<file path="src/design/dscd_cfg.svh">
// Constants for the serial command decoder: timing, status and configuration fields
`ifndef DSCD_CFG_SVH
`define DSCD_CFG_SVH
`define CLK_HZ 50000000
`define RECAL_MS 100
`define TRACK_OFS_MS 3
`define POWERUP_S 35
`define SEEK_CYCLES_DEF 1000
`define WORD_BITS 17
`define BYTES_PER_TRACK 16'h5190
`define BPS_MIN 12'h052
`define ISG_WORD 16'h0C10
`define SYNC_WORD 16'h000B
`define VU_COUNT_WORD 16'h000F
`define ST_INVALID 0
`define ST_PARITY 1
`define ST_VU_AVAIL 2
`define ST_DIAG 3
`define ST_SPIN_STOP 12
`define ST_CLEAR_MASK 16'h0FFF
`define GEN_CFG_BASE 16'h3248
`define GEN_MOTOR_BIT 5
`define GEN_SOFT_BIT 2
`define GEN_HARD_BIT 1
`define SOFT_SW_NUM 4'h1
`define CTL_RESET_ATT 4'h0
`define CTL_START_MOTOR 4'h3
`define CFG_BAD_LO 4'hA
`define CFG_BAD_HI 4'hE
`endif

</file>
<file path="src/design/dscd_pkg.sv">
// Types shared by the serial command decoder modules
package dscd_pkg;
  typedef enum logic [3:0] {
    CMD_SEEK = 4'h0, CMD_RECAL = 4'h1, CMD_STATUS = 4'h2, CMD_CONFIG = 4'h3,
    CMD_HEAD_GROUP = 4'h4, CMD_CONTROL = 4'h5, CMD_STROBE_OFS = 4'h6, CMD_TRACK_OFS = 4'h7,
    CMD_DIAG = 4'h8, CMD_SET_BPS = 4'h9, CMD_SET_CFG = 4'hE
  } cmd_code_t;
  typedef enum logic [4:0] {
    ST_POWERUP = 5'h01, ST_IDLE = 5'h02, ST_EXEC = 5'h04, ST_SEND = 5'h08, ST_DIVIDE = 5'h10
  } state_t;
endpackage

</file>
<file path="src/design/cmd_shift_if.sv">
// Carrier between the serial shifter and the command core
`timescale 1ns/1ps
interface cmd_shift_if;
  logic word_valid;
  logic [15:0] word;
  logic parity_ok;
  logic resp_load;
  logic [15:0] resp_word;
  logic tx_done;
  modport rx (output word_valid, word, parity_ok, tx_done, input resp_load, resp_word);
  modport core (input word_valid, word, parity_ok, tx_done, output resp_load, resp_word);
endinterface

</file>
<file path="src/design/cmd_word_receiver.sv">
// Serial request/acknowledge shifter for command words and response words
`timescale 1ns/1ps
`include "dscd_cfg.svh"
module cmd_word_receiver
  import dscd_pkg::*;
(
  // Clock and reset
  input wire logic core_clk,
  input wire logic rst_n,
  // Serial pins
  input wire logic transfer_req,
  input wire logic command_data,
  output logic transfer_ack,
  output logic config_status,
  // Core side
  cmd_shift_if.rx lnk
);
  logic [2:0] req_sync_reg;
  logic [2:0] dat_sync_reg;
  logic req_level_reg;
  logic [16:0] rx_sr_reg;
  logic [4:0] rx_cnt_reg;
  logic [16:0] tx_sr_reg;
  logic [4:0] tx_cnt_reg;
  logic req_edge;

  always_ff @(posedge core_clk or negedge rst_n)
  begin
    if (!rst_n)
    begin
      req_sync_reg <= 3'h0;
      dat_sync_reg <= 3'h0;
    end
    else
    begin
      req_sync_reg <= {req_sync_reg[1:0], transfer_req};
      dat_sync_reg <= {dat_sync_reg[1:0], command_data};
    end
  end

  // A request change counts only once the second and third stages agree
  assign req_edge = (req_sync_reg[1] == req_sync_reg[2]) && (req_sync_reg[2] != req_level_reg);

  always_ff @(posedge core_clk or negedge rst_n)
  begin
    if (!rst_n)
    begin
      req_level_reg <= 1'b0;
      transfer_ack <= 1'b0;
    end
    else if (req_edge)
    begin
      req_level_reg <= req_sync_reg[2];
      transfer_ack <= req_sync_reg[2];
    end
  end

  always_ff @(posedge core_clk or negedge rst_n)
  begin
    if (!rst_n)
    begin
      rx_sr_reg <= 17'h00000;
      rx_cnt_reg <= 5'h00;
      lnk.word_valid <= 1'b0;
      lnk.word <= 16'h0000;
      lnk.parity_ok <= 1'b0;
    end
    else
    begin
      lnk.word_valid <= 1'b0;
      if (req_edge && tx_cnt_reg == 5'h00)
      begin
        rx_sr_reg <= {rx_sr_reg[15:0], dat_sync_reg[2]};
        if (rx_cnt_reg == 5'(`WORD_BITS - 1))
        begin
          // Odd parity over sixteen data bits and the parity bit
          lnk.word_valid <= 1'b1;
          lnk.word <= rx_sr_reg[15:0];
          lnk.parity_ok <= ^{rx_sr_reg[15:0], dat_sync_reg[2]};
          rx_cnt_reg <= 5'h00;
        end
        else
          rx_cnt_reg <= rx_cnt_reg + 5'h01;
      end
    end
  end

  always_ff @(posedge core_clk or negedge rst_n)
  begin
    if (!rst_n)
    begin
      tx_sr_reg <= 17'h00000;
      tx_cnt_reg <= 5'h00;
      config_status <= 1'b0;
      lnk.tx_done <= 1'b0;
    end
    else
    begin
      lnk.tx_done <= 1'b0;
      if (lnk.resp_load)
      begin
        tx_sr_reg <= {lnk.resp_word, ~^lnk.resp_word};
        tx_cnt_reg <= 5'(`WORD_BITS);
      end
      else if (req_edge && tx_cnt_reg != 5'h00)
      begin
        // Bit goes out in the same cycle the acknowledge toggles
        config_status <= tx_sr_reg[16];
        tx_sr_reg <= {tx_sr_reg[15:0], 1'b0};
        tx_cnt_reg <= tx_cnt_reg - 5'h01;
        lnk.tx_done <= (tx_cnt_reg == 5'h01);
      end
    end
  end
endmodule // cmd_word_receiver

</file>
<file path="src/design/disk_serial_command_decoder.sv">
// Command decoding and execution sequencing for the serial command channel
`timescale 1ns/1ps
`include "dscd_cfg.svh"
module disk_serial_command_decoder
  import dscd_pkg::*;
#(
  parameter int unsigned RECAL_CYCLES = `CLK_HZ / 1000 * `RECAL_MS,
  parameter int unsigned TRACK_OFS_CYCLES = `CLK_HZ / 1000 * `TRACK_OFS_MS,
  parameter int unsigned POWERUP_CYCLES = `CLK_HZ * `POWERUP_S,
  parameter int unsigned SEEK_CYCLES = `SEEK_CYCLES_DEF,
  parameter logic [15:0] FIXED_CYLINDERS = 16'h0400,
  parameter logic [7:0] HEAD_COUNT = 8'h05,
  parameter logic [7:0] DEFAULT_SECTORS = 8'h23,
  parameter logic [11:0] DEFAULT_BPS = 12'h254,
  // Arbitrary identification value
  parameter logic [15:0] VENDOR_ID = 16'h5A3C
)
(
  // Clock and reset
  input wire logic core_clk,
  input wire logic arst_n,
  // Serial command channel
  input wire logic transfer_req,
  input wire logic command_data,
  output logic transfer_ack,
  output logic config_status,
  output logic command_complete,
  output logic attention,
  // Straps and drive state
  input wire logic motor_option_strap,
  input wire logic sector_option_switch_a,
  input wire logic sector_option_switch_b,
  input wire logic sector_option_switch_c,
  input wire logic diag_fault,
  // Write path
  input wire logic write_gate,
  input wire logic address_mark_enable,
  output logic address_mark_write,
  output logic header_sync_start,
  // Mechanics control
  output logic spindle_run,
  output logic [11:0] seek_target,
  output logic [2:0] track_offset,
  output logic [1:0] strobe_offset,
  output logic [2:0] sector_option_sel
);
  logic [1:0] rst_sync_reg;
  logic rst_n;
  state_t state_reg;
  logic [31:0] timer_reg;
  logic [15:0] status_reg;
  logic att_pend_reg;
  logic straps_loaded_reg;
  logic motor_opt_reg;
  logic [7:0] sectors_reg;
  logic [11:0] bps_reg;
  logic [15:0] rem_reg;
  logic [7:0] quot_reg;
  logic [15:0] last_bad_reg;
  logic [2:0] wg_sync_reg;
  logic [2:0] ame_sync_reg;
  logic wg_level_reg;
  logic ame_level_reg;
  // Decode results
  logic dec_bad;
  logic dec_resp;
  logic [15:0] dec_resp_word;
  logic [31:0] dec_wait;
  logic dec_divide;
  logic dec_att;
  logic accept;
  logic [3:0] code;
  logic [3:0] modf;
  logic [15:0] st_set;
  logic [15:0] st_clr;

  cmd_shift_if lnk();

  cmd_word_receiver u_rx (
    .core_clk(core_clk),
    .rst_n(rst_n),
    .transfer_req(transfer_req),
    .command_data(command_data),
    .transfer_ack(transfer_ack),
    .config_status(config_status),
    .lnk(lnk)
  );

  always_ff @(posedge core_clk or negedge arst_n)
  begin
    if (!arst_n)
      rst_sync_reg <= 2'h0;
    else
      rst_sync_reg <= {rst_sync_reg[0], 1'b1};
  end
  assign rst_n = rst_sync_reg[1];

  function automatic logic word_allowed_stopped(input logic [15:0] w);
    logic ok;
    ok = (w == 16'h2000) || (w == 16'h3000) || (w == 16'h5000) || (w == 16'h5300);
    return ok || (w[15:12] == 4'h2 && w[7:0] == 8'h00);
  endfunction

  function automatic logic [15:0] config_word(input logic [3:0] m);
    logic [15:0] g;
    g = `GEN_CFG_BASE;
    g[`GEN_MOTOR_BIT] = motor_opt_reg;
    g[`GEN_SOFT_BIT] = sector_option_sel[0];
    g[`GEN_HARD_BIT] = ~sector_option_sel[0];
    unique case (m)
      4'h0: return g;
      4'h1: return FIXED_CYLINDERS;
      4'h2: return 16'h0000;
      4'h3: return {8'h00, HEAD_COUNT};
      4'h4: return `BYTES_PER_TRACK;
      // Derived from the current sector count, so it can differ from the value last set
      4'h5: return 16'(`BYTES_PER_TRACK / {8'h00, sectors_reg});
      4'h6: return {8'h00, sectors_reg};
      4'h7: return `ISG_WORD;
      4'h8: return `SYNC_WORD;
      4'h9: return `VU_COUNT_WORD;
      4'hF: return VENDOR_ID;
      default: return 16'h0000;
    endcase
  endfunction

  assign code = lnk.word[15:12];
  assign modf = lnk.word[11:8];
  assign accept = lnk.word_valid && (state_reg == ST_IDLE);

  always_comb
  begin
    dec_bad = 1'b0;
    dec_resp = 1'b0;
    dec_resp_word = 16'h0000;
    dec_wait = 32'd1;
    dec_divide = 1'b0;
    if (!lnk.parity_ok)
      dec_bad = 1'b1;
    else if (status_reg[`ST_SPIN_STOP] && !word_allowed_stopped(lnk.word))
      dec_bad = 1'b1;
    else
    begin
      unique case (code)
        CMD_SEEK: dec_wait = SEEK_CYCLES;
        CMD_RECAL: dec_wait = RECAL_CYCLES;
        CMD_STATUS:
        begin
          dec_resp = 1'b1;
          // Vendor words carry meaning only once the available bit is set
          if (modf == 4'h0)
            dec_resp_word = status_reg;
          else if (modf == 4'h1 && status_reg[`ST_VU_AVAIL])
            dec_resp_word = last_bad_reg;
          else
            dec_resp_word = {12'h000, modf & {4{status_reg[`ST_VU_AVAIL]}}};
        end
        CMD_CONFIG:
        begin
          if (modf >= `CFG_BAD_LO && modf <= `CFG_BAD_HI)
            dec_bad = 1'b1;
          else
          begin
            dec_resp = 1'b1;
            dec_resp_word = config_word(modf);
          end
        end
        CMD_CONTROL:
          dec_bad = !(modf == `CTL_RESET_ATT || (modf == `CTL_START_MOTOR && motor_opt_reg));
        CMD_STROBE_OFS: dec_wait = 32'd1;
        CMD_TRACK_OFS: dec_wait = TRACK_OFS_CYCLES;
        CMD_DIAG: dec_wait = 32'd1;
        CMD_SET_BPS:
        begin
          dec_bad = lnk.word[11:0] < `BPS_MIN;
          dec_divide = !dec_bad;
        end
        CMD_SET_CFG: dec_bad = (modf != `SOFT_SW_NUM);
        default: dec_bad = 1'b1;
      endcase
    end
    dec_att = dec_bad || (lnk.parity_ok && code == CMD_DIAG && diag_fault);
  end

  // Sequencer: complete falls on a taken word and rises when the work is done
  always_ff @(posedge core_clk or negedge rst_n)
  begin
    if (!rst_n)
    begin
      state_reg <= ST_POWERUP;
      timer_reg <= 32'd0;
      command_complete <= 1'b0;
      lnk.resp_load <= 1'b0;
      lnk.resp_word <= 16'h0000;
      rem_reg <= 16'h0000;
      quot_reg <= 8'h00;
    end
    else
    begin
      lnk.resp_load <= 1'b0;
      unique case (state_reg)
        ST_POWERUP:
        begin
          timer_reg <= timer_reg + 32'd1;
          if (timer_reg >= POWERUP_CYCLES - 1)
          begin
            command_complete <= 1'b1;
            state_reg <= ST_IDLE;
          end
        end
        ST_IDLE:
        begin
          if (accept)
          begin
            command_complete <= 1'b0;
            if (!dec_bad && dec_resp)
            begin
              lnk.resp_load <= 1'b1;
              lnk.resp_word <= dec_resp_word;
              state_reg <= ST_SEND;
            end
            else if (!dec_bad && dec_divide)
            begin
              rem_reg <= `BYTES_PER_TRACK;
              quot_reg <= 8'h00;
              state_reg <= ST_DIVIDE;
            end
            else
            begin
              timer_reg <= dec_bad ? 32'd1 : dec_wait;
              state_reg <= ST_EXEC;
            end
          end
        end
        ST_EXEC:
        begin
          timer_reg <= timer_reg - 32'd1;
          if (timer_reg <= 32'd1)
          begin
            command_complete <= 1'b1;
            state_reg <= ST_IDLE;
          end
        end
        ST_SEND:
        begin
          if (lnk.tx_done)
          begin
            command_complete <= 1'b1;
            state_reg <= ST_IDLE;
          end
        end
        ST_DIVIDE:
        begin
          // Repeated subtraction; at most 254 rounds for the smallest sector
          if (rem_reg >= {4'h0, bps_reg})
          begin
            rem_reg <= rem_reg - {4'h0, bps_reg};
            quot_reg <= quot_reg + 8'h01;
          end
          else
          begin
            command_complete <= 1'b1;
            state_reg <= ST_IDLE;
          end
        end
      endcase
    end
  end

  // Sticky status: a new event wins over a same-cycle clear
  always_comb
  begin
    st_set = 16'h0000;
    st_clr = 16'h0000;
    if (accept)
    begin
      st_set[`ST_INVALID] = dec_bad && lnk.parity_ok;
      st_set[`ST_PARITY] = !lnk.parity_ok;
      st_set[`ST_DIAG] = dec_att && !dec_bad;
      st_set[`ST_VU_AVAIL] = dec_att && !dec_bad;
      if (!dec_bad && code == CMD_CONTROL && modf == `CTL_RESET_ATT)
        st_clr = `ST_CLEAR_MASK;
      if (!dec_bad && code == CMD_CONTROL && modf == `CTL_START_MOTOR)
        st_clr[`ST_SPIN_STOP] = 1'b1;
    end
    if (straps_loaded_reg == 1'b0)
      st_set[`ST_SPIN_STOP] = motor_option_strap;
  end

  always_ff @(posedge core_clk or negedge rst_n)
  begin
    if (!rst_n)
    begin
      status_reg <= 16'h0000;
      att_pend_reg <= 1'b0;
      attention <= 1'b0;
      last_bad_reg <= 16'h0000;
    end
    else
    begin
      status_reg <= (status_reg & ~st_clr) | st_set;
      if (accept)
      begin
        att_pend_reg <= dec_att;
        if (dec_bad)
          last_bad_reg <= lnk.word;
        if (st_clr[0])
          attention <= 1'b0;
      end
      // Attention rises together with complete
      if (state_reg != ST_IDLE && state_reg != ST_POWERUP && att_pend_reg &&
          ((state_reg == ST_EXEC && timer_reg <= 32'd1) || (state_reg == ST_SEND && lnk.tx_done)))
      begin
        attention <= 1'b1;
        att_pend_reg <= 1'b0;
      end
    end
  end

  // Settings; soft switches fall back to straps after every reset
  always_ff @(posedge core_clk or negedge rst_n)
  begin
    if (!rst_n)
    begin
      straps_loaded_reg <= 1'b0;
      motor_opt_reg <= 1'b0;
      sector_option_sel <= 3'h0;
      sectors_reg <= 8'h00;
      bps_reg <= 12'h000;
      spindle_run <= 1'b0;
      seek_target <= 12'h000;
      track_offset <= 3'h0;
      strobe_offset <= 2'h0;
    end
    else if (!straps_loaded_reg)
    begin
      straps_loaded_reg <= 1'b1;
      motor_opt_reg <= motor_option_strap;
      sector_option_sel <= {sector_option_switch_c, sector_option_switch_b, sector_option_switch_a};
      sectors_reg <= DEFAULT_SECTORS;
      bps_reg <= DEFAULT_BPS;
      spindle_run <= !motor_option_strap;
    end
    else
    begin
      if (accept && !dec_bad)
      begin
        unique case (code)
          CMD_SEEK: seek_target <= lnk.word[11:0];
          CMD_RECAL: seek_target <= 12'h000;
          CMD_CONTROL: if (modf == `CTL_START_MOTOR) spindle_run <= 1'b1;
          CMD_STROBE_OFS: strobe_offset <= modf[1:0];
          CMD_TRACK_OFS: track_offset <= modf[2:0];
          CMD_SET_BPS: bps_reg <= lnk.word[11:0];
          CMD_SET_CFG: sector_option_sel <= lnk.word[2:0];
          default: ;
        endcase
      end
      if (state_reg == ST_DIVIDE && rem_reg < {4'h0, bps_reg})
        sectors_reg <= quot_reg;
    end
  end

  // Write path pins pass three stages before use
  always_ff @(posedge core_clk or negedge rst_n)
  begin
    if (!rst_n)
    begin
      wg_sync_reg <= 3'h0;
      ame_sync_reg <= 3'h0;
      wg_level_reg <= 1'b0;
      ame_level_reg <= 1'b0;
      address_mark_write <= 1'b0;
      header_sync_start <= 1'b0;
    end
    else
    begin
      wg_sync_reg <= {wg_sync_reg[1:0], write_gate};
      ame_sync_reg <= {ame_sync_reg[1:0], address_mark_enable};
      if (wg_sync_reg[1] == wg_sync_reg[2])
        wg_level_reg <= wg_sync_reg[2];
      if (ame_sync_reg[1] == ame_sync_reg[2])
        ame_level_reg <= ame_sync_reg[2];
      address_mark_write <= ame_level_reg && wg_level_reg && sector_option_sel[0];
      header_sync_start <= !sector_option_sel[0] && wg_level_reg && ame_level_reg &&
                           (ame_sync_reg[1] == ame_sync_reg[2]) && !ame_sync_reg[2];
    end
  end
endmodule // disk_serial_command_decoder

</file>
<file path="config.mk">
export PLATFORM = sky130hd
export DESIGN_NAME = disk_serial_command_decoder
export DESIGN_NICKNAME = d
export VERILOG_FILES = /design/src/design/dscd_pkg.sv /design/src/design/cmd_shift_if.sv /design/src/design/cmd_word_receiver.sv /design/src/design/disk_serial_command_decoder.sv
export VERILOG_INCLUDE_DIRS = /design/src /design/src/design
export SDC_FILE = /design/constraint.sdc
export NUM_CORES = 1
export LEC_CHECK = 0
export BUFFER_PORTS_ARGS = -buffer_cell sky130_fd_sc_hd__buf_4
export CAP_MARGIN = 20
export CORE_UTILIZATION = 45
export DETAILED_ROUTE_END_ITERATION = 8
export PLACE_DENSITY = 0.56
export SYNTH_ARGS = -nofsm -noshare
export SYNTH_HDL_FRONTEND = slang
export SYNTH_SLANG_ARGS = --single-unit
</file>
<file path="constraint.sdc">
create_clock -name core_clk -period 9.8 [get_ports core_clk]
set_clock_uncertainty 0.05 [all_clocks]
set_input_delay 2.45 -clock core_clk [delete_from_list [all_inputs] [get_ports core_clk]]
set_output_delay 2.45 -clock core_clk [all_outputs]
set_load 0.005 [all_outputs]
</file>
==> results.txt, run 1 <==
The run finished, with violations left. The final reports fail on negative setup slack. The internal power of the cells is 1.65 mW. Setup violations remaining at the end of the flow were counted as 8.

After synthesis the netlist holds a flip-flop and latch count of 234. Counting the buffers created by CTS gives 23. The core region is 39,600 um2.

The routed design has 56.9 mm of wire. The synthesis-to-finish area growth is 35.0%. TritonCTS built the clock tree. Leaving out fill and tap cells, the most frequent cell in the layout is sky130_fd_sc_hd__buf_4. Of the synthesized area, sequential elements account for 0.324. After synthesis, the largest family of logic cells by area is compound AO/OA/AOI/OAI gates. The number of H-tree levels is 1. Measured against its own limit, the worst slew margin works out to 0.337. The number of stages on the worst hold path came out at 0. The cell type of the slowest stage on the worst timing path is sky130_fd_sc_hd__or4_4.

The total number of yosys warnings came out at 0. The TritonCTS sink count is 234. The overall track demand over capacity in global routing came out at 0.275. The leftover overflow at the end of global routing is 0. The die width is ~200 um. The y dimension of the die came out at 202 um.

The startpoint class of the critical path is a flip-flop. The number of I/O port buffers is 37. The initial utilization of the core area, before any placement, comes to 0.455. Measured against the total synthesized area, the mux share comes to 0.0465. After the flow finishes, the layout carries non-filler instances totaling 3,225. The clock latency on the worst-skew pair came out at 0.54 ns. The final routed DRC violation total came out at 0.

The first TritonRoute pass finished after 6 iterations. The wire length per cell came out at 17.6 um. Broken down by cell family, the worst path's largest delay share belongs to compound AO/OA/AOI/OAI gates. The number of inserted diodes is 0. For the pin with the worst max-slew slack, the measured transition is 0.994 ns.

Synthesis handed over a netlist of roughly 2,200 instances. The final clock period utilization by the worst path came out at 2.33. The synthesized netlist contains around 120 unique library cells. The area fraction in compound gates after synthesis is 0.236.

Power spread over the standard cell area amounts to approximately 90 nW/um2. Using the TritonRoute via totals, the vias-per-cell ratio works out to between 5 and 6. The initial antenna violation count came out at 0. After the last flow step, the layout net total stands at 2,798. The setup path with the least slack is of type flip-flop to flip-flop.

The setup slack of the critical path after layout is -13.02 ns. The adder and majority gate portion of the synthesized area is 0.0741. Counting stages on the worst path, the most repeated cell is sky130_fd_sc_hd__buf_4. The worst setup path is captured at a flip-flop.

For this run, the top clock speed supported by timing is approximately 44 MHz. Of the total power, combinational logic draws 0.093. The library cells used most frequently in the layout, excluding fill and tap cells, are sky130_fd_sc_hd__buf_4 (564), sky130_fd_sc_hd__nand2_1 (306), sky130_fd_sc_hd__dfrtp_1 (232). In this run, the number of DRC markers left after iteration 0 of detailed routing was 1,209. The commonest register cell after synthesis is sky130_fd_sc_hd__dfrtp_1. The completed layout was analyzed and its total power is ~2.2 mW. The pin count of the biggest net entering global routing came out at 78.

The number of vias in the routed layout is 18,200. The flip-flop count of the largest register, all copies and words added came out at 32. In this run the static leakage power is 11.1 nW.

The critical path contains buffers and inverters numbering 39 combined. Once detailed placement completed, the half-perimeter wirelength came to ~40 mm. The total negative setup slack came out at -56.86 ns.

Of the total power, the share spent switching nets is 0.247. The time the final worst path needs with I/O delays and setup came out at approximately 23 ns. Setup repair after global routing could not meet its margin everywhere. The mapped netlist covers ~18,000 um2.

The root buffer cell is sky130_fd_sc_hd__clkbuf_16. The floorplan has 73 rows. The post-detailed-route count of antenna-violating nets is 0.

The number of maximum-capacitance constraint violations came out at 0. The count of flip-flops with a built-in enable after synthesis came out at 0. The number of buffers on the longest clock path came out at 3.

The share of total power in sequential cells is 0.482. The via count of the first global-routing pass is 18,000. The number of cells on the critical path is 138.

The number of placed instances, taps included is 3,061. For the worst flop-to-flop path, the logic depth is between 100 and 150. The congestion estimate from routability-driven global placement came to 0.888. The count of final max-slew check failures came out at 0.

The total count of hold-check failures in the final report is 0. The share of synthesized flip-flops with an asynchronous set or reset is 1.00. The global-route wire length before repair is 92.3 mm. Of the total synthesized cell area, the portion taken by AND, OR, NAND and NOR gates is 0.228. The critical path required time came out at 10.15 ns. In this run the worst path has a maximum fanout of 5.

Of the total synthesized cell area, the portion taken by XOR and XNOR cells is 0.0513. The maximum ir drop on the vdd rail came out at around 160 uV. The clock transition time at the flip-flop clock pins of the worst setup and hold paths is 0.06 ns. The die covers approximately 40,000 um2.

In the final layout, the share of cells above drive strength 1 is 0.308. The average footprint of a synthesized cell is 8.28 um2. The arrival time at the worst endpoint is 23.17 ns. The path class of the tightest hold or removal check is flip-flop to flip-flop. The net switching power figure came out at 0.541 mW. The share of total power dissipated in the clock network is 0.425. The worst hold slack across all endpoints is 0.300 ns. The largest single stage delay on the critical path is approximately 0.55 ns. The number of top-level design ports is 38.
## worst register-to-register path: cells and delay by family, from the launching register on
family          cells  cell delay [ns]
flops               1             0.37
buf+inv            39             4.93
compound gates     48             7.75
simple gates       35             5.09
fa+ha+maj          11             3.02
mux                 5             1.44
## cells by family after synthesis
logic type,Yosys count
AO/OA/AOI/OAI,620
XOR/XNOR,105
AND/OR/NAND/NOR,862
buffers and inverters,174
other,2
flip-flops,234
adder cells (fa/ha/maj),107
multiplexers,77
## timing repair
action,in CTS,in global routing
gates resized for setup,82,44
pin swaps,68,46
setup endpoints to repair,8,8
endpoints found under the hold margin,0,0
buffers inserted,97,23
hold buffers,0,0
## metal layers
layer  GRT usage  routed length, um  vias up
li1            -                  -     8944
met3      0.0247               1960      102
met1       0.358              25300     8788
met2       0.476              28000      406
met5           0                  0        -
met4      0.0991               1570        0
## metrics by stage
step,utilization,cell area (um2),worst slack (ns)
global placement,0.555,22000,-12.98
global route,0.615,24400,-14.07
detailed placement,0.555,22000,-13.70
floorplan,-,18400,-13.58
finish,0.615,24400,-13.02
CTS,0.604,23900,-12.55
## final cells by class
cell class                 instances  area, um2
timing repair buffer             580       4460
tap                              525        657
sequential                       234       5860
clock buffer                      34        667
multi-input combinational       1774      12400
inverter                          70        263
fill                            3489      15300
clock inverter                     8        123
## synth_stat cells (all sizes together), types with 7 or more instances
library cell,number,share of area
nand4,22,0.0080
a22oi,18,0.0082
nor3b,9,0.0037
and3,35,0.013
nor2b,31,0.011
nand2b,33,0.011
nor3,56,0.016
dfrtp,233,0.32
clkbuf,84,0.017
a21oi,139,0.040
o211ai,22,0.0097
nand3,57,0.016
or2,12,0.0042
a21boi,12,0.0050
a211oi,24,0.012
mux2i,44,0.026
a221oi,10,0.0052
o21bai,7,0.0029
o21ai,148,0.042
o21a,28,0.012
nor4,24,0.0090
o311ai,7,0.0034
xor2,34,0.017
o31ai,34,0.015
nand3b,8,0.0033
inv,67,0.014
xnor2,71,0.034
a21o,39,0.016
or4,7,0.0029
buf,20,0.0070
mux2,33,0.021
o22ai,17,0.0059
ha,103,0.071
nor2,188,0.039
and2,28,0.0098
nand2,313,0.065
a31oi,29,0.010
or3,26,0.0090
## power groups by stage
stage | Sequential, mW | Clock [mW] | Combinational [mW]
after CTS | 1.06 | 0.953 | 0.201
after detailed placement | 1.07 | 0 | 0.196
after global routing | 1.06 | 0.988 | 0.223
after floorplan | 1.07 | 0 | 0.153
after global placement | 1.07 | 0 | 0.193
final | 1.06 | 0.933 | 0.203
## final timing paths
kind                                             end                 start  slack (ns)
worst max-delay path                lnk.resp_word[0]        sectors_reg[6]      -13.02
worst min-delay path            u_rx.dat_sync_reg[1]  u_rx.dat_sync_reg[0]        0.30
worst max register to register      lnk.resp_word[0]        sectors_reg[6]      -13.02
worst min register to register  u_rx.dat_sync_reg[1]  u_rx.dat_sync_reg[0]        0.30
max in group asynchronous           lnk.resp_word[0]       rst_sync_reg[1]        7.44
min in group asynchronous       u_rx.dat_sync_reg[0]       rst_sync_reg[1]        0.35
(Power assumes the default switching activity.)
==> run 2: changes to the inputs <==
Settings changed: CTS_BUF_LIST set to sky130_fd_sc_hd__clkbuf_4 sky130_fd_sc_hd__clkbuf_8 sky130_fd_sc_hd__clkbuf_16.
==> run 2 against run 1 <==
  * The run still ends with negative setup slack left
  * Maximum frequency barely moved
  * Die area unchanged
  * Critical path depth is the same
  * Cell area barely moved
  * Utilization rose by 0.057 points
  * Register-to-register slack about the same
  * Highest routed layer unchanged
==> results.txt, run 2 (synthesis gave the netlist of run 1 again) <==
The sum of routed wire length over all layers is 57.0 mm (+0.17%). CTS placed an instance of sky130_fd_sc_hd__clkbuf_16 at the clock tree root. The most numerous cell type found on the critical path is sky130_fd_sc_hd__buf_4. The number of buffers on the longest clock path is 3 (unchanged). The run finished, with violations left. The routing usage on met3 is 0.0245 (-0.000161). The y dimension of the die is 202 um (unchanged). The actual slew at the worst max-slew pin is 0.991 ns (-0.00314 ns). The pin count of the biggest net entering global routing came out at 78 (unchanged). The clock latency on the worst-skew pair came out at 0.53 ns (about the same). Setup repair after global routing could not meet its margin everywhere. In the layout the commonest cells are sky130_fd_sc_hd__buf_4 (564), sky130_fd_sc_hd__nand2_1 (306), sky130_fd_sc_hd__dfrtp_1 (232). The initial antenna violation count is 0 (unchanged). The clock transition time at the flip-flop clock pins of the worst setup and hold paths is 0.06 ns (about the same). The worst min-delay path startpoint is u_rx.dat_sync_reg[0]. The via-per-instance ratio is 5.68 (+0.39%). The count of final max-slew check failures came out at 0 (unchanged). The global placement routability congestion came out at 0.888 (unchanged). The maximum ir drop on the vdd rail came out at 160 uV (about the same). The number of vias in the routed layout came out at 18,300 (+0.39%). The number of fillers in the final layout was 3,484 (-0.14%). The source of the worst register-to-register timing path is sectors_reg[6]. The power density normalized to cell area is 90.6 nW/um2 (+0.64%).

The total clock buffers created by CTS came out at 23 (unchanged). The number of top-level design ports came out at 38 (unchanged). The final routed DRC violation total came out at 0 (unchanged). The number of maximum-capacitance constraint violations is 0 (unchanged). The area inside the core boundary came out at 39,600 um2 (unchanged). The worst setup path is launched from a flip-flop. The die width is 202 um (unchanged). The net count of the finished layout came out at 2,798 (unchanged). The met2 track demand over resource in global routing came out at 0.477 (+0.000856). The highest net fanout along the worst path is 5 (unchanged). The number of inserted diodes is 0 (unchanged). The global-route wire length before repair came out at 92.3 mm (about the same). The leftover overflow at the end of global routing was 0 (unchanged). The library cell used most frequently in the layout, excluding fill and tap cells, is sky130_fd_sc_hd__buf_4. The number of buffers inserted for hold repair after clock tree synthesis is 0 (unchanged).

The number of DRC markers after the initial detailed-route iteration is 1,127 (-6.8%). met2 is the most crowded layer. The setup slack of the critical path after layout is -13.02 ns (-0.00550 ns). The utilization after layout came to 0.616 (about the same). The effective utilization at floorplan came out at 0.455 (unchanged). The sum of net half-perimeters after detailed placement was 40.2 mm (unchanged). The maximum operating frequency is 43.8 MHz (about the same). The time the final worst path needs with I/O delays and setup is 22.82 ns (+0.00550 ns). The arrival time at the worst endpoint came out at 23.18 ns (about the same). The first-pass detailed-route iteration total is 6 (unchanged). The category of the critical setup timing path is flip-flop to flip-flop. The path class of the tightest hold or removal check is flip-flop to flip-flop. The share of final-layout standard cells stronger than drive strength 1 is 0.310 (+0.00222). The cell type of the slowest stage on the worst timing path is sky130_fd_sc_hd__or4_4. The global routing usage on met1 is 0.358 (about the same).

The leakage power is 11.1 nW (+0.18%). The worst setup path is captured at a flip-flop. The post-route cell area was 24,400 um2 (about the same). The die area came out at 40,900 um2 (unchanged). The checks that failed: negative setup slack.

The final setup violation count came out at 8 (unchanged). The flip-flop count of the largest register, all copies and words added came to 32 (unchanged). The TritonCTS sink count came to 234 (unchanged). The worst slew margin relative to its limit came to 0.339 (+0.00209).

The post-detailed-route count of antenna-violating nets is 0 (unchanged). The synthesis-to-finish area growth came to 35.1% (about the same). The number of I/O port buffers is 37 (unchanged). The overall track demand over capacity in global routing is 0.275 (about the same). The final clock period utilization by the worst path is 2.33 (about the same). The clock tree from TritonCTS is done.

The total count of hold-check failures in the final report came out at 0 (unchanged). The number of H-tree levels is 1 (unchanged). The wire length per cell was 17.7 um (+0.17%). The via count of the first global-routing pass is 18,000 (-0.050%). The critical path required time is 10.15 ns (about the same). Tracing the worst setup path back leads to its startpoint at sectors_reg[6]. The largest stage delay on the critical path came out at 0.55 ns (about the same).

The site row count is 73 (unchanged). The placed instance area is 22,000 um2 (unchanged).
run 2: path summary, 6_finish.rpt:
path / endpoint / slack, ns / cells after the start
setup / recovery: lnk.resp_word[0] / -13.02 / 138
hold / removal: u_rx.dat_sync_reg[1] / 0.30 / 0
setup reg to reg: lnk.resp_word[0] / -13.02 / 138
hold reg to reg: u_rx.dat_sync_reg[1] / 0.30 / 0
max in group asynchronous: lnk.resp_word[0] / 7.42 / 3
min in group asynchronous: u_rx.dat_sync_reg[1] / 0.35 / 0
run 2: timing repair:
action | in CTS | in global routing
pin swaps | 68 | 46
setup endpoints to repair | 8 | 8
resized for setup | 82 | 44
buffers inserted | 97 | 23
run 2: cell type report:
type,instances,area (um2),area share
Multi-Input combinational cell,1774,12400,0.506
Sequential cell,234,5860,0.240
Timing Repair Buffer,580,4460,0.183
Clock buffer,34,689,0.0283
Tap cell,525,657,0.0269
Inverter,70,263,0.0108
Clock inverter,8,123,0.00503
run 2: per-layer routing:
| layer | vias up | wire length (um) |
|---|---|---|
| met4 | 0 | 1500 |
| met1 | 8845 | 25300 |
| met5 | - | 0 |
| met2 | 433 | 28000 |
| met3 | 98 | 2200 |
| li1 | 8936 | - |
run 2: worst max-delay path: cells and delay by family (launching register included):
family,cells,cell delay (ns)
muxes,5,1.44
AOI/OAI and AO/OA,48,7.74
DFF,1,0.37
and+or+nand+nor,35,5.09
buffers and inverters,39,4.93
adders and majority gates,11,3.02
run 2: where the power goes:
group	leakage (nW)	total [mW]	switching [mW]	internal, mW
Combinational	7.80	0.204	0.105	0.0986
Sequential	2.94	1.06	0.0546	1.00
Clock	0.410	0.949	0.381	0.568
Total	11.1	2.21	0.541	1.67
run 2: per-stage QoR:
stage	total power, mW	hold WS [ns]	instances	worst slack, ns	setup TNS [ns]
after floorplan	1.22	0.281	2182	-13.58	-57.83
after global placement	1.26	0.282	3061	-12.98	-56.05
after detailed placement	1.27	0.285	3061	-13.70	-60.15
after CTS	2.23	0.302	3200	-12.55	-53.38
after global routing	2.29	0.309	3225	-14.07	-62.50
final	2.21	0.300	3225	-13.02	-56.83
==> run 3: changes to the inputs <==
Settings changed: SKIP_CTS_REPAIR_TIMING set to 1.
==> run 3 against run 2 <==
  * The flow still finishes with violations (negative setup slack)
  * Sequential share of layout area is 0.74 points higher
  * Non-clock buffer count down 86
  * Clock power about the same
  * Routed wire length decreased by 3.5%
  * Critical path depth down 17
  * Cell area shrank 3.0%
  * Worst hold slack is essentially flat
  * Count of clock-buffer cells in the layout did not move
  * Combinational power barely moved
  * Final cell count fell by 2.7%
  * Highest routed layer unchanged
==> results.txt, run 3 (synthesis gave the netlist of run 1 again) <==
The global placement routability congestion is 0.888 (unchanged). The clock latency on the worst-skew pair came out at 0.53 ns (about the same). The total clock buffers created by CTS came out at 23 (unchanged). The routing usage on met3 is 0.0239 (-0.000645).

The worst slew margin relative to its limit came out at 0.324 (-0.0148). Counting stages on the worst path, the most repeated cell is sky130_fd_sc_hd__a21oi_2. The overall power consumption is 2.21 mW (about the same). The worst register-to-register path ends at lnk.resp_word[0].

The maximum ir drop on the vdd rail is 160 uV (about the same). The initial antenna violation count came out at 0 (unchanged). The number of vias in the routed layout came to 17,800 (-3.0%). The global-route wire length before repair was 88.5 mm (-4.1%). The worst hold slack across all endpoints came to 0.300 ns (+0.000339 ns). The register-to-register setup slack is -12.98 ns (+0.04 ns).

The number of buffers on the longest clock path came out at 3 (unchanged). The setup slack of the critical path after layout came out at -12.98 ns (+0.0402 ns). The TritonCTS sink count came out at 234 (unchanged). The root buffer cell is sky130_fd_sc_hd__clkbuf_16. The most common cell after layout, fill and taps aside is sky130_fd_sc_hd__buf_4.

Setup repair after global routing could not meet its margin everywhere. The category of the critical setup timing path is flip-flop to flip-flop. The source of the worst register-to-register timing path is sectors_reg[6].

The area inside the core boundary is 39,600 um2 (unchanged). Tracing the worst setup path back leads to its startpoint at sectors_reg[6]. The tightest min-delay check is of the flip-flop to flip-flop type. The power density normalized to cell area is 93.4 nW/um2 (+3.1%). The utilization after layout came out at 0.597 (-0.0185). The effective utilization at floorplan is 0.455 (unchanged). The final reports fail on negative setup slack.

The leakage power is 10.7 nW (-3.8%). The y dimension of the die came to 202 um (unchanged). TritonCTS built the clock tree. The worst setup path is captured at a flip-flop. The sum of routed wire length over all layers came to 55.0 mm (-3.5%).

The via count of the first global-routing pass is 17,200 (-4.3%). The share of final-layout standard cells stronger than drive strength 1 came out at 0.284 (-0.0258). The maximum operating frequency came out at 43.9 MHz (+0.18%).

The highest net fanout along the worst path came out at 8 (+3). The critical path required time is 10.15 ns (about the same). The count of final max-slew check failures is 0 (unchanged). The first-pass detailed-route iteration total came out at 5 (-1). The register area was 5860 um2 (unchanged). The time the final worst path needs with I/O delays and setup is 22.78 ns (-0.0402 ns).

The net count of the finished layout was 2,712 (-3.1%). STA classifies the critical path startpoint as a flip-flop. The number of maximum-capacitance constraint violations is 0 (unchanged).

The clock transition time at the flip-flop clock pins of the worst setup and hold paths came out at 0.06 ns (about the same). The post-detailed-route count of antenna-violating nets came to 0 (unchanged). The global routing usage on met1 came out at 0.350 (-0.00780).

The arrival time at the worst endpoint is 23.14 ns (-0.04 ns). The actual slew at the worst max-slew pin came out at 1.01 ns (+0.0222 ns). The via-per-instance ratio is 5.66 (-0.32%). The die width came out at 202 um (unchanged). The sum of net half-perimeters after detailed placement came out at 40.2 mm (unchanged). The cell type of the slowest stage on the worst timing path is sky130_fd_sc_hd__or4_4. The most critical setup path has its endpoint at lnk.resp_word[0].

The number of fillers in the final layout is 3,585 (+2.9%). The site row count is 73 (unchanged). The number of H-tree levels is 1 (unchanged). The largest stage delay on the critical path is 0.55 ns (about the same). The final routed DRC violation total came out at 0 (unchanged). Compared with the post-synthesis result, the final layout area differs by 31.1%.

The number of DRC markers after the initial detailed-route iteration came out at 1,204 (+6.8%). The number of I/O port buffers is 37 (unchanged). The die area is 40,900 um2 (unchanged). The met2 track demand over resource in global routing is 0.454 (-0.0230). The top cell types in the final layout, fill and taps aside, are sky130_fd_sc_hd__buf_4 (483), sky130_fd_sc_hd__nand2_1 (307), sky130_fd_sc_hd__dfrtp_1 (232). The final clock period utilization by the worst path came to 2.32 (-0.00410). The total negative setup slack was -56.54 ns (+0.290 ns). The overall track demand over capacity in global routing came out at 0.264 (-0.0117).

The run finished, with violations left. The busiest metal layer after global routing is met2. The count of cells along the worst register-to-register path was 121 (-12%). The pin count of the biggest net entering global routing is 78 (unchanged).

The area of the multi-input gates is 12,300 um2 (-0.56%). The number of top-level design ports came out at 38 (unchanged). The number of inserted diodes was 0 (unchanged). The flip-flop count of the largest register, all copies and words added is 32 (unchanged). The wire length per cell came to 17.5 um (-0.83%). The total count of hold-check failures in the final report came out at 0 (unchanged). The final setup violation count is 8 (unchanged). The leftover overflow at the end of global routing came out at 0 (unchanged).
run 3: cell type report:
type,instances,area share
multi-input combinational,1774,0.519
tap,525,0.0278
clock buffer,34,0.0291
sequential,234,0.248
timing repair buffer,494,0.160
clock inverter,8,0.00518
inverter,70,0.0111
run 3: worst min-delay path by stage:
| stage | start | to | slack [ns] | depth (start not counted) |
|---|---|---|---|---|
| global route | ame_sync_reg[0] | ame_sync_reg[1] | 0.31 | 0 |
| CTS | ame_sync_reg[0] | ame_sync_reg[1] | 0.30 | 0 |
| detailed placement | ame_sync_reg[0] | ame_sync_reg[1] | 0.28 | 0 |
| global placement | wg_sync_reg[0] | wg_sync_reg[1] | 0.28 | 0 |
| finish | u_rx.dat_sync_reg[0] | u_rx.dat_sync_reg[1] | 0.30 | 0 |
| floorplan | ame_sync_reg[0] | ame_sync_reg[1] | 0.28 | 0 |
run 3: through the flow:
stage                     std cells  area [um2]  worst slack (ns)
final                          3139       23700            -12.98
after floorplan                2182       18400            -13.58
after detailed placement       3061       22000            -13.70
after global placement         3061       22000            -12.98
after CTS                      3103       22800            -13.79
after global routing           3139       23700            -14.26
run 3: critical path: cells and delay by family (launching register included):
| kind | cells | cell delay [ns] |
|---|---|---|
| adders and majority gates | 14 | 3.93 |
| muxes | 9 | 2.65 |
| DFF | 1 | 0.37 |
| AOI/OAI and AO/OA | 54 | 9.02 |
| and+or+nand+nor | 38 | 5.84 |
| buffers and inverters | 6 | 0.78 |
run 3: per-layer routing:
layer | vias up | share of wire | routed length, um
met3 | 68 | 0.033 | 1800
met1 | 8555 | 0.46 | 25100
met4 | 0 | 0.019 | 1020
met2 | 370 | 0.49 | 27100
met5 | - | 0 | 0
li1 | 8774 | - | -
run 3: power by group:
part | internal [mW] | switching (mW)
sequential | 1.00 | 0.0547
combinational | 0.0983 | 0.106
clock | 0.568 | 0.381
